===== config.mk =====
export PLATFORM = sky130hd
export DESIGN_NAME = pcas_clock_align
export DESIGN_NICKNAME = d
export VERILOG_FILES = /design/src/rtl/pcas_pkg.sv /design/src/rtl/pcas_clock_align.sv /design/src/rtl/pcas_prescaler.sv /design/src/rtl/pcas_scaler.sv
export VERILOG_INCLUDE_DIRS = /design/src /design/src/rtl
export SDC_FILE = /design/constraint.sdc
export NUM_CORES = 1
export LEC_CHECK = 0
export BUFFER_PORTS_ARGS = -buffer_cell sky130_fd_sc_hd__buf_2
export CAP_MARGIN = 20
export CORE_MARGIN = 4
export CORE_UTILIZATION = 34
export CTS_CLUSTER_SIZE = 10
export DETAILED_ROUTE_END_ITERATION = 10
export GPL_TIMING_DRIVEN = 0
export PLACE_DENSITY_LB_ADDON = 0.2
export SYNTH_ARGS = -nofsm -noshare
export SYNTH_HDL_FRONTEND = slang
export SYNTH_HIERARCHICAL = 1
export SYNTH_SLANG_ARGS = --single-unit

===== constraint.sdc =====
create_clock -name clk_i -period 4.92 [get_ports clk_i]
set_clock_uncertainty 0.2 [all_clocks]
set_input_delay 0.984 -clock clk_i [delete_from_list [all_inputs] [get_ports clk_i]]
set_output_delay 0.984 -clock clk_i [all_outputs]
set_load 0.005 [all_outputs]

===== src/rtl/pcas_regs.svh =====
`ifndef PCAS_REGS_SVH
`define PCAS_REGS_SVH

// register byte addresses (one aligned word each)
`define PCAS_ADDR_CLK_SEL     8'h00
`define PCAS_ADDR_PRESCALE    8'h04
`define PCAS_ADDR_ALIGN       8'h08
`define PCAS_ADDR_SCALE_A     8'h0C
`define PCAS_ADDR_SCALE_B     8'h10
`define PCAS_ADDR_PAIR_JOIN   8'h14

// prescale field positions
`define PCAS_PRE_A_LSB        0
`define PCAS_PRE_B_LSB        4
`define PCAS_PRE_MASK         8'h77

// reset values
`define PCAS_RST_CLK_SEL      8'h00
`define PCAS_RST_PRESCALE     8'h00
`define PCAS_RST_ALIGN        8'h00
`define PCAS_RST_SCALE        8'h00
`define PCAS_RST_PAIR_JOIN    4'h0

// group membership: 1 marks a channel fed from group B
`define PCAS_GROUP_B_MAP      8'hCC

`endif


===== src/rtl/pcas_pkg.sv =====
package pcas_pkg;

  // one channel's resolved control as seen by the channel logic
  typedef struct packed {
    logic clk_tick;
    logic center;
  } pcas_chan_ctl_t;

  // wishbone request carried as one word
  typedef struct packed {
    logic [7:0]  adr;
    logic        we;
    logic [3:0]  sel;
    logic [31:0] dat;
  } pcas_wb_req_t;

  typedef enum logic [0:0] {
    PCAS_BUS_IDLE = 1'b0,
    PCAS_BUS_ACK  = 1'b1
  } pcas_bus_state_t;

endpackage : pcas_pkg


===== src/rtl/pcas_clock_align.sv =====
`timescale 1ns/1ps
`include "pcas_regs.svh"
`default_nettype none
module pcas_clock_align
  import pcas_pkg::*;
(
  input  wire logic        clk_i,
  input  wire logic        rst_i,
  input  wire logic        cyc_i,
  input  wire logic        stb_i,
  input  wire logic        we_i,
  input  wire logic [7:0]  adr_i,
  input  wire logic [3:0]  sel_i,
  input  wire logic [31:0] dat_i,
  output logic [31:0]      dat_o,
  output logic             ack_o,
  output logic             err_o,
  output logic [7:0]       chan_tick_o,
  output logic [7:0]       chan_center_o,
  output logic [3:0]       pair_join_bit_o
);

  pcas_bus_state_t bus_q;
  pcas_bus_state_t bus_d;
  pcas_wb_req_t    req;
  logic [7:0]      src_sel_q;
  logic [7:0]      src_sel_d;
  logic [7:0]      prescale_q;
  logic [7:0]      prescale_d;
  logic [7:0]      align_q;
  logic [7:0]      align_d;
  logic [7:0]      scale_a_q;
  logic [7:0]      scale_a_d;
  logic [7:0]      scale_b_q;
  logic [7:0]      scale_b_d;
  logic [3:0]      join_q;
  logic [3:0]      join_d;
  logic [31:0]     rdat_q;
  logic [31:0]     rdat_d;
  logic            err_q;
  logic            err_d;
  logic            wr_a;
  logic            wr_b;
  logic            tick_a;
  logic            tick_b;
  logic            tick_sa;
  logic            tick_sb;
  pcas_chan_ctl_t  ctl [8];

  // true when the address is one of the six mapped words
  function automatic logic addr_mapped(input logic [7:0] a);
    addr_mapped = (a == `PCAS_ADDR_CLK_SEL) || (a == `PCAS_ADDR_PRESCALE) ||
                  (a == `PCAS_ADDR_ALIGN) || (a == `PCAS_ADDR_SCALE_A) ||
                  (a == `PCAS_ADDR_SCALE_B) || (a == `PCAS_ADDR_PAIR_JOIN);
  endfunction : addr_mapped

  // byte lane 0 write strobe for a given address
  function automatic logic lane0_write(input pcas_wb_req_t r, input logic go, input logic [7:0] a);
    lane0_write = go && r.we && r.sel[0] && (r.adr == a);
  endfunction : lane0_write

  always_comb begin
    req.adr = adr_i;
    req.we  = we_i;
    req.sel = sel_i;
    req.dat = dat_i;
  end

  // bus slave: one wait state, ack in the second cycle, dropped after one cycle
  always_comb begin
    bus_d      = bus_q;
    src_sel_d  = src_sel_q;
    prescale_d = prescale_q;
    align_d    = align_q;
    scale_a_d  = scale_a_q;
    scale_b_d  = scale_b_q;
    join_d     = join_q;
    rdat_d     = rdat_q;
    err_d      = 1'b0;
    wr_a       = 1'b0;
    wr_b       = 1'b0;
    unique case (bus_q)
      PCAS_BUS_IDLE: begin
        if (cyc_i && stb_i) begin
          bus_d = PCAS_BUS_ACK;
          err_d = !addr_mapped(req.adr);
          if (lane0_write(req, 1'b1, `PCAS_ADDR_CLK_SEL)) begin
            src_sel_d = req.dat[7:0];
          end
          if (lane0_write(req, 1'b1, `PCAS_ADDR_PRESCALE)) begin
            prescale_d = req.dat[7:0] & `PCAS_PRE_MASK;
          end
          if (lane0_write(req, 1'b1, `PCAS_ADDR_ALIGN)) begin
            align_d = req.dat[7:0];
          end
          if (lane0_write(req, 1'b1, `PCAS_ADDR_SCALE_A)) begin
            scale_a_d = req.dat[7:0];
            wr_a      = 1'b1;
          end
          if (lane0_write(req, 1'b1, `PCAS_ADDR_SCALE_B)) begin
            scale_b_d = req.dat[7:0];
            wr_b      = 1'b1;
          end
          if (lane0_write(req, 1'b1, `PCAS_ADDR_PAIR_JOIN)) begin
            join_d = req.dat[3:0];
          end
          unique case (req.adr)
            `PCAS_ADDR_CLK_SEL:   rdat_d = {24'h000000, src_sel_q};
            `PCAS_ADDR_PRESCALE:  rdat_d = {24'h000000, prescale_q};
            `PCAS_ADDR_ALIGN:     rdat_d = {24'h000000, align_q};
            `PCAS_ADDR_SCALE_A:   rdat_d = {24'h000000, scale_a_q};
            `PCAS_ADDR_SCALE_B:   rdat_d = {24'h000000, scale_b_q};
            `PCAS_ADDR_PAIR_JOIN: rdat_d = {28'h0000000, join_q};
            default:              rdat_d = 32'h00000000;
          endcase
        end
      end
      PCAS_BUS_ACK: begin
        bus_d = PCAS_BUS_IDLE;
      end
    endcase
  end

  always_ff @(posedge clk_i) begin
    if (rst_i) begin
      bus_q      <= PCAS_BUS_IDLE;
      src_sel_q  <= `PCAS_RST_CLK_SEL;
      prescale_q <= `PCAS_RST_PRESCALE;
      align_q    <= `PCAS_RST_ALIGN;
      scale_a_q  <= `PCAS_RST_SCALE;
      scale_b_q  <= `PCAS_RST_SCALE;
      join_q     <= `PCAS_RST_PAIR_JOIN;
      rdat_q     <= 32'h00000000;
      err_q      <= 1'b0;
    end else begin
      bus_q      <= bus_d;
      src_sel_q  <= src_sel_d;
      prescale_q <= prescale_d;
      align_q    <= align_d;
      scale_a_q  <= scale_a_d;
      scale_b_q  <= scale_b_d;
      join_q     <= join_d;
      rdat_q     <= rdat_d;
      err_q      <= err_d;
    end
  end

  // answer: ack for mapped words, err for the rest
  always_comb begin
    ack_o           = (bus_q == PCAS_BUS_ACK) && !err_q;
    err_o           = (bus_q == PCAS_BUS_ACK) && err_q;
    dat_o           = rdat_q;
    pair_join_bit_o = join_q;
  end

  // clock a and clock b dividers
  pcas_prescaler u_prescaler (
    .clk_i    (clk_i),
    .rst_i    (rst_i),
    .code_a_i (prescale_q[`PCAS_PRE_A_LSB +: 3]),
    .code_b_i (prescale_q[`PCAS_PRE_B_LSB +: 3]),
    .tick_a_o (tick_a),
    .tick_b_o (tick_b)
  );

  // scaled clocks
  pcas_scaler u_scale_a (
    .clk_i    (clk_i),
    .rst_i    (rst_i),
    .tick_i   (tick_a),
    .scale_i  (scale_a_d), // a reload takes the value being written, not the old one
    .reload_i (wr_a),
    .tick_o   (tick_sa)
  );

  pcas_scaler u_scale_b (
    .clk_i    (clk_i),
    .rst_i    (rst_i),
    .tick_i   (tick_b),
    .scale_i  (scale_b_d), // reload takes the value being written
    .reload_i (wr_b),
    .tick_o   (tick_sb)
  );

  // per-channel clock and alignment; joined pairs take the odd channel's bits
  for (genvar n = 0; n < 8; n++) begin : g_chan
    localparam int PAIR = n / 2;
    localparam int ODD  = n | 1;
    localparam logic [7:0] GRP_B_MAP = `PCAS_GROUP_B_MAP;
    localparam logic       IS_B      = GRP_B_MAP[n];
    logic sel_bit;
    logic center_bit;
    always_comb begin
      sel_bit    = join_q[PAIR] ? src_sel_q[ODD] : src_sel_q[n];
      center_bit = join_q[PAIR] ? align_q[ODD] : align_q[n];
      if (IS_B) begin
        ctl[n].clk_tick = sel_bit ? tick_sb : tick_b;
      end else begin
        ctl[n].clk_tick = sel_bit ? tick_sa : tick_a;
      end
      ctl[n].center = center_bit;
    end
    always_comb begin
      chan_tick_o[n]   = ctl[n].clk_tick;
      chan_center_o[n] = ctl[n].center;
    end
  end

endmodule : pcas_clock_align
`default_nettype wire


===== src/rtl/pcas_prescaler.sv =====
`timescale 1ns/1ps
`default_nettype none
// free-running power-of-two divider giving one-cycle ticks for clocks a and b
module pcas_prescaler
  import pcas_pkg::*;
(
  input  wire logic       clk_i,
  input  wire logic       rst_i,
  input  wire logic [2:0] code_a_i,
  input  wire logic [2:0] code_b_i,
  output logic            tick_a_o,
  output logic            tick_b_o
);

  logic [6:0] cnt_q;
  logic [6:0] cnt_d;
  logic [7:0] mask_a;
  logic [7:0] mask_b;

  // counter next value
  always_comb begin
    cnt_d = cnt_q + 7'h01;
  end

  always_ff @(posedge clk_i) begin
    if (rst_i) begin
      cnt_q <= 7'h00;
    end else begin
      cnt_q <= cnt_d;
    end
  end

  // tick when the low code bits of the counter are all ones; new code acts at once
  always_comb begin
    mask_a   = (8'h01 << code_a_i) - 8'h01;
    mask_b   = (8'h01 << code_b_i) - 8'h01;
    tick_a_o = ((cnt_q & mask_a[6:0]) == mask_a[6:0]);
    tick_b_o = ((cnt_q & mask_b[6:0]) == mask_b[6:0]);
  end

endmodule : pcas_prescaler
`default_nettype wire


===== src/rtl/pcas_scaler.sv =====
`timescale 1ns/1ps
`default_nettype none
// divides an input tick by twice the scale value; zero counts as 256
module pcas_scaler
  import pcas_pkg::*;
(
  input  wire logic       clk_i,
  input  wire logic       rst_i,
  input  wire logic       tick_i,
  input  wire logic [7:0] scale_i,
  input  wire logic       reload_i,
  output logic            tick_o
);

  logic [8:0] cnt_q;
  logic [8:0] cnt_d;
  logic [8:0] span;

  // count 2*scale input ticks, reload on any scale write
  always_comb begin
    span   = {1'b0, scale_i} << 1;
    if (scale_i == 8'h00) begin
      span = 9'h000; // wraps through 512 ticks
    end
    tick_o = tick_i && (cnt_q == 9'h001);
    cnt_d  = cnt_q;
    if (reload_i) begin
      cnt_d = span;
    end else if (tick_i) begin
      cnt_d = (cnt_q == 9'h001) ? span : cnt_q - 9'h001;
    end
  end

  always_ff @(posedge clk_i) begin
    if (rst_i) begin
      cnt_q <= 9'h000;
    end else begin
      cnt_q <= cnt_d;
    end
  end

endmodule : pcas_scaler
`default_nettype wire

== Word-level counts from Yosys, hierarchy flattened ==
Index checks and enable logic that the tools add are counted.

* Logic and storage cells: 101
* Output and inout port bits: 54
* Bits in registers: 101
* Input bits: 49

* Reductions and logical operators: 30
* Equal/unequal tests: 9
* Shift operators: 2
* Bitwise gates (word level): 4
* Add/sub/neg operators: 5
* Muxes and demuxes: 39

{| class="wikitable"
|+ Operators with widths
! operator !! number
|-
| 2-to-1 mux 9 bit || 8
|-
| 2-to-1 mux 8 bit || 6
|-
| one-hot mux 8 bit (6 select lines) || 1
|-
| zero test 8 bit || 3
|-
| 2-to-1 mux 1 bit || 23
|-
| == test 9 x 1 -> 1 bit, second input constant || 2
|-
| subtractor 9 x 1 -> 9 bit, second input constant || 2
|-
| == test 8 x 4 -> 1 bit, second input constant || 2
|-
| == test 8 x 5 -> 1 bit, second input constant || 2
|-
| bitwise AND 7 bit || 2
|-
| == test 7 bit || 2
|-
| left shift 1 x 3 -> 7 bit, first input constant || 2
|-
| subtractor 7 x 1 -> 7 bit, second input constant || 2
|-
| logical AND 1 bit || 12
|-
| AND reduction 3 bit || 4
|-
| == test 8 x 3 -> 1 bit, second input constant || 1
|-
| adder 7 x 1 -> 7 bit, second input constant || 1
|-
| logical OR 1 bit || 5
|-
| nonzero test 2 bit || 2
|-
| OR reduction 3 bit || 1
|-
| zero test 1 bit || 2
|-
| NOT 1 bit || 2
|-
| one-hot mux 1 bit (2 select lines) || 1
|-
| AND reduction 2 bit || 1
|}

== Longest topological paths before layout ==
* Word-level depth: 10
* Mapped depth: 11
* Gate-level depth less buffers: 8

== Modules after synthesis ==
The synthesis kept the hierarchy.

{| class="wikitable"
|+ By module, submodules not included
! module !! cells an instance !! instances !! area an instance (um2)
|-
| pcas_clock_align || 307 || 1 || 2862.7
|-
| pcas_scaler || 82 || 2 || 648.1
|-
| pcas_prescaler || 45 || 1 || 352.8
|}

== Worst setup path after synthesis ==
Ideal clock, no wire load.

* Kind: input to register
* From: input port adr_i[4]
* To: register u_scale_a.cnt_q[5]
* Arrival: 3.199 ns
* Stages: 10
* Slack: 1.447 ns
* Required time: 4.645 ns
* Path buffers: 2
* Cell sequence: nor4b_1 -> nor4b_2 -> buf_2 -> nand2_1 -> inv_1 -> clkbuf_1 -> nor2_1 -> nor4bb_1 -> o21ai_0 -> a31oi_1

* Elaborated cells between the ends (all ways): 14
* Classes of those cells: eq/ne: 1; mux: 10; reduce/logical: 3

{| class="wikitable"
|+ RTL lines
! element !! line !! source
|-
| start: declaration || pcas_clock_align.sv:12 || <nowiki>input wire logic [7:0] adr_i,</nowiki>
|-
| == test 8 x 4 -> 1 bit (*) || pcas_clock_align.sv:59 || <nowiki>lane0_write = go && r.we && r.sel[0] && (r.adr == a);</nowiki>
|-
| logical AND 1 bit (*) || pcas_clock_align.sv:59 ||
|-
| 2-to-1 mux 1 bit (*) || pcas_clock_align.sv:96 || <nowiki>if (lane0_write(req, 1'b1, `PCAS_ADDR_SCALE_A)) begin</nowiki>
|-
| 2-to-1 mux 1 bit (*) || pcas_clock_align.sv:84 || <nowiki>if (cyc_i && stb_i) begin</nowiki>
|-
| 2-to-1 mux 1 bit (*) || pcas_clock_align.sv:82 || <nowiki>unique case (bus_q)</nowiki>
|-
| net wr_a || pcas_clock_align.sv:42 || <nowiki>logic wr_a;</nowiki>
|-
| 2-to-1 mux 9 bit / nonzero test 2 bit (equally long branches) || - ||
|-
| end signal: assignment || pcas_scaler.sv:38 || <nowiki>cnt_q <= cnt_d;</nowiki>
|-
| end: declaration || pcas_scaler.sv:15 || <nowiki>logic [8:0] cnt_q;</nowiki>
|}

Mark *: on every way through the listed nets, which the timed path passes. The rest lies on a longest branch. The select of a mux whose other input is x is not followed.
A chain may end at the register's enable or synchronous reset.

== Worst setup path after layout ==
Same ends and word-level chain as after synthesis.

==> metrics.md <==
| Metric | Value |
|---|---|
| Status | `finished clean` |
| 1st-pass router iterations | `4` |
| Dpl cells | `762` |
| Comb pwr share | `23.4%` |
| Leak | `2.16 nW` |
| Hold Path Depth | `1` |
| CTS max path bufs | `2` |
| Die W | `123 um` |
| Met3 track demand over resource | `4.44%` |
| Syn Std Cell Area | `0.00451 mm^2` |
| Post-synth EDFFs | `0` |
| Worst skew pair latency | `0.34 ns` |
| Relative max-transition margin | `42.0%` |
| Die Span Y | `123 um` |
| Hpwl dp | `9720 um` |
| Unrepaired setup endpoints after global routing | `false` |
| CTS resizes | `0` |
| CTS H-Tree Depth | `3` |
| Net Sw Power | `540 uW` |
| Violation count after the first detailed-route iteration | `269` |
| Slew at the pin closest to its max-slew limit | `0.867 ns` |
| Gpl congestion | `0.848` |
| Antenna violations before repair | `0` |
| WHS Endpoint | `dat_o[7]` |
| Total core area | `0.0128 mm^2` |
| Mapped Cells | `516` |
| Total wire length | `13,000 um` |
| Synth cell types | `59` |
| Initial Util | `35.2%` |
| Final period util | `84.6%` |
| Vias/cell | `5.36` |
| Met1 Usage GRT | `23.1%` |
| Routed vias | `4,162` |
| Hold Crit Class | `reg2reg` |
| Kind of critical path | `in2reg` |
| Clk root buf | `clkbuf_16` |
| Average wire per standard cell | `16.7 um` |
| TritonCTS clock tree | `built` |
| Top_reg_cell synth | `dfxtp_1` |
| Overflow after GRT | `0` |
| Cts hold-fix bufs | `0` |
| Hold Fails Final Rpt | `0` |
| ANT cells | `0` |
| Crit end category | `register` |
| FMAX | `240 MHz` |
| Pwr/cell area | `346 mW/mm^2` |
| Pins over their slew limit | `0` |
| Busiest grt layer | `met2` |
| R2r worst-path depth | `10` |
| Gr usage total | `17.3%` |
| Post-route minimum period | `4.16 ns` |
| Worst-path fanout max | `10` |
| Max Cap Viol | `0` |
| # nets final | `656` |
| DRC violations left | `0` |
| IO Count | `103` |
| Largest net degree at the start of global routing | `16` |
| Worst r2r dst | `u_scale_a/cnt_q[5]` |
| Net Sw Frac | `29.0%` |
| Synthesis-stage register bit count | `77` |
| Total Neg Setup Slack | `0 ns` |
| CTS Buf Count | `9` |
| Most frequent CP cell | `buf_2` |
| Critical path startpoint category | `input pin` |
| Post-CTS Setup Inserts | `0` |
| Slowest stage cell, crit path | `nor4b_2` |
| Crit path required time | `4.99 ns` |
| Ys Warns | `6` |
| Sink Count | `77` |
| Clock power frac | `37.2%` |
| Ys async rst share | `0%` |
| DIE AREA | `0.0152 mm^2` |
| Vias in the first global route | `3,894` |
| Fraction of the yosys area taken by sequential cells | `34.2%` |
| First-pass GRT wire length | `20,400 um` |
| Share of cells above drive strength 1 | `23.8%` |
| Sequential share of power | `39.4%` |
| R2R Path Start | `bus_q` |
| Clk slew on worst S/H paths | `0.06 ns` |
| R2R Setup Slk | `1.41 ns` |
| DRT antenna net count | `0` |
| Synth-to-Final Area Change | `19.2%` |
| Max rail drop VDD | `0.000164 V` |
| IO Port Bufs | `51` |
| Sequence of cells on the critical path | `buf_2, nor4b_1, nor4b_2, buf_2, nand2_1, inv_1, clkbuf_1, nor2_1, nor4bb_1, o21ai_0, a31oi_1` |
| Mean post-synth cell area | `8.74 um^2` |
| Slowest stage delay, CP | `0.82 ns` |
| Fill cells | `1,325` |
| Setup Viol. Count Final | `0` |
| Hold_sp | `dat_o[7]` |
| Internal | `1.32 mW` |
| Cell row count | `41` |
| Critical Path AT | `4.23 ns` |
| M2 GR Usage | `27.5%` |
| Final std cells w/o fill | `777` |
## worst max-delay path: cells and delay by family
| family | cells | cell delay [ns] |
|---|---|---|
| AO/OA/AOI/OAI | 2 | 0.26 |
| buffers and inverters | 4 | 0.84 |
| AND/OR/NAND/NOR | 5 | 2.13 |
## power groups by stage
| stage | logic (mW) | registers [mW] | clock network, mW |
|---|---|---|---|
| after floorplan | 0.342 | 0.729 | 0 |
| after global routing | 0.480 | 0.744 | 0.744 |
| final | 0.435 | 0.733 | 0.693 |
| after global placement | 0.417 | 0.745 | 0 |
| after detailed placement | 0.427 | 0.746 | 0 |
| after CTS | 0.429 | 0.732 | 0.714 |
## registers in the layout, summed over array words and instances (netlist names)
| signal | flops |
|---|---|
| u_scale_a/cnt_q | 9 |
| u_scale_b/cnt_q | 9 |
| align_q | 8 |
| dat_o | 8 |
| scale_a_q | 8 |
| scale_b_q | 8 |
| src_sel_q | 8 |
| u_prescaler/cnt_q | 7 |
| prescale_q | 6 |
| pair_join_bit_o | 4 |
| bus_q | 1 |
| err_q | 1 |
## placed cells by master, fill, tap and decap left out, drive strengths merged, types with 3 or more instances in the layout
cell,instances
a211o,3
a211oi,6
a21oi,28
a22o,6
a22oi,5
a2bb2oi,6
a31oi,10
and2,4
and2b,10
buf,89
clkbuf,29
conb,24
dfxtp,77
ha,5
inv,11
mux2,25
mux2i,35
nand2,24
nand3,30
nand3b,3
nor2,47
nor2b,5
nor3,15
nor4,10
nor4b,9
o21ai,28
o221ai,4
o22ai,6
or3,4
or4,4
or4b,7
xnor2,4
## cell families (layout without fill, tap and decap cells)
family | count (synthesis) | in the layout | share of synthesized area (%)
other | 1 | 24 | 0.0831
flip-flops | 77 | 77 | 34.2
AND/OR/NAND/NOR | 184 | 184 | 24.0
XOR/XNOR | 5 | 5 | 0.971
buffers and inverters | 68 | 134 | 8.57
multiplexers | 60 | 60 | 14.0
adder cells (fa/ha/maj) | 5 | 5 | 1.39
AO/OA/AOI/OAI | 116 | 116 | 16.8
## cell usage after synthesis, types with 8 or more instances
| master | instances | area [um^2] |
|---|---|---|
| dfxtp_1 | 77 | 1540 |
| nor2_1 | 47 | 176 |
| mux2i_1 | 35 | 350 |
| buf_4 | 32 | 240 |
| nand3_1 | 30 | 150 |
| a21oi_1 | 28 | 140 |
| o21ai_0 | 26 | 130 |
| mux2_2 | 25 | 282 |
| nand2_1 | 24 | 90.1 |
| clkbuf_1 | 19 | 71.3 |
| nor3_1 | 15 | 75.1 |
| inv_1 | 11 | 41.3 |
| a31oi_1 | 10 | 62.6 |
| and2b_1 | 8 | 60.1 |
| nor4b_1 | 8 | 70.1 |
## cell type report
cell class,instances,area (um^2),share of cell area (%)
tap,172,215,4.00
sequential,77,1540,28.7
multi-input combinational,394,2670,49.7
inverter,11,41.3,0.768
timing repair buffer,52,260,4.84
buffer,57,345,6.42
clock inverter,5,77.6,1.44
clock buffer,9,225,4.19
## worst max path at each step
| stage | startpoint | to | slack [ns] | cells after the start |
|---|---|---|---|---|
| floorplan | adr_i[4] | u_scale_a/cnt_q[5] | 1.45 | 10 |
| global placement | adr_i[4] | u_scale_a/cnt_q[5] | 0.55 | 11 |
| detailed placement | adr_i[4] | u_scale_a/cnt_q[5] | 0.51 | 11 |
| CTS | u_prescaler/cnt_q[0] | chan_tick_o[5] | 0.82 | 7 |
| global route | adr_i[4] | u_scale_a/cnt_q[5] | 0.45 | 11 |
| finish | adr_i[4] | u_scale_a/cnt_q[5] | 0.76 | 11 |
## metrics by stage
stage          power (mW)  setup slack [ns]  area, um^2  utilization, %  hold WS [ns]
3_5_place_dp         1.17             0.508        5070            39.5         0.260
5_1_grt              1.97             0.447        5380            41.9         0.301
3_3_place_gp         1.16             0.554        5070            39.5         0.260
2_1_floorplan        1.07              1.45        4600               -         0.262
6_report             1.86             0.758        5380            41.9         0.279
4_1_cts              1.88             0.821        5370            41.9         0.278
## routing by layer
metal	share of wire (%)	wire, um	vias up
met5	0	0	-
met4	2.2	291	0
met3	5.8	751	23
met2	46	5950	142
met1	46	5990	1969
li1	-	-	2028
Power figures use the tool's default switching activity.
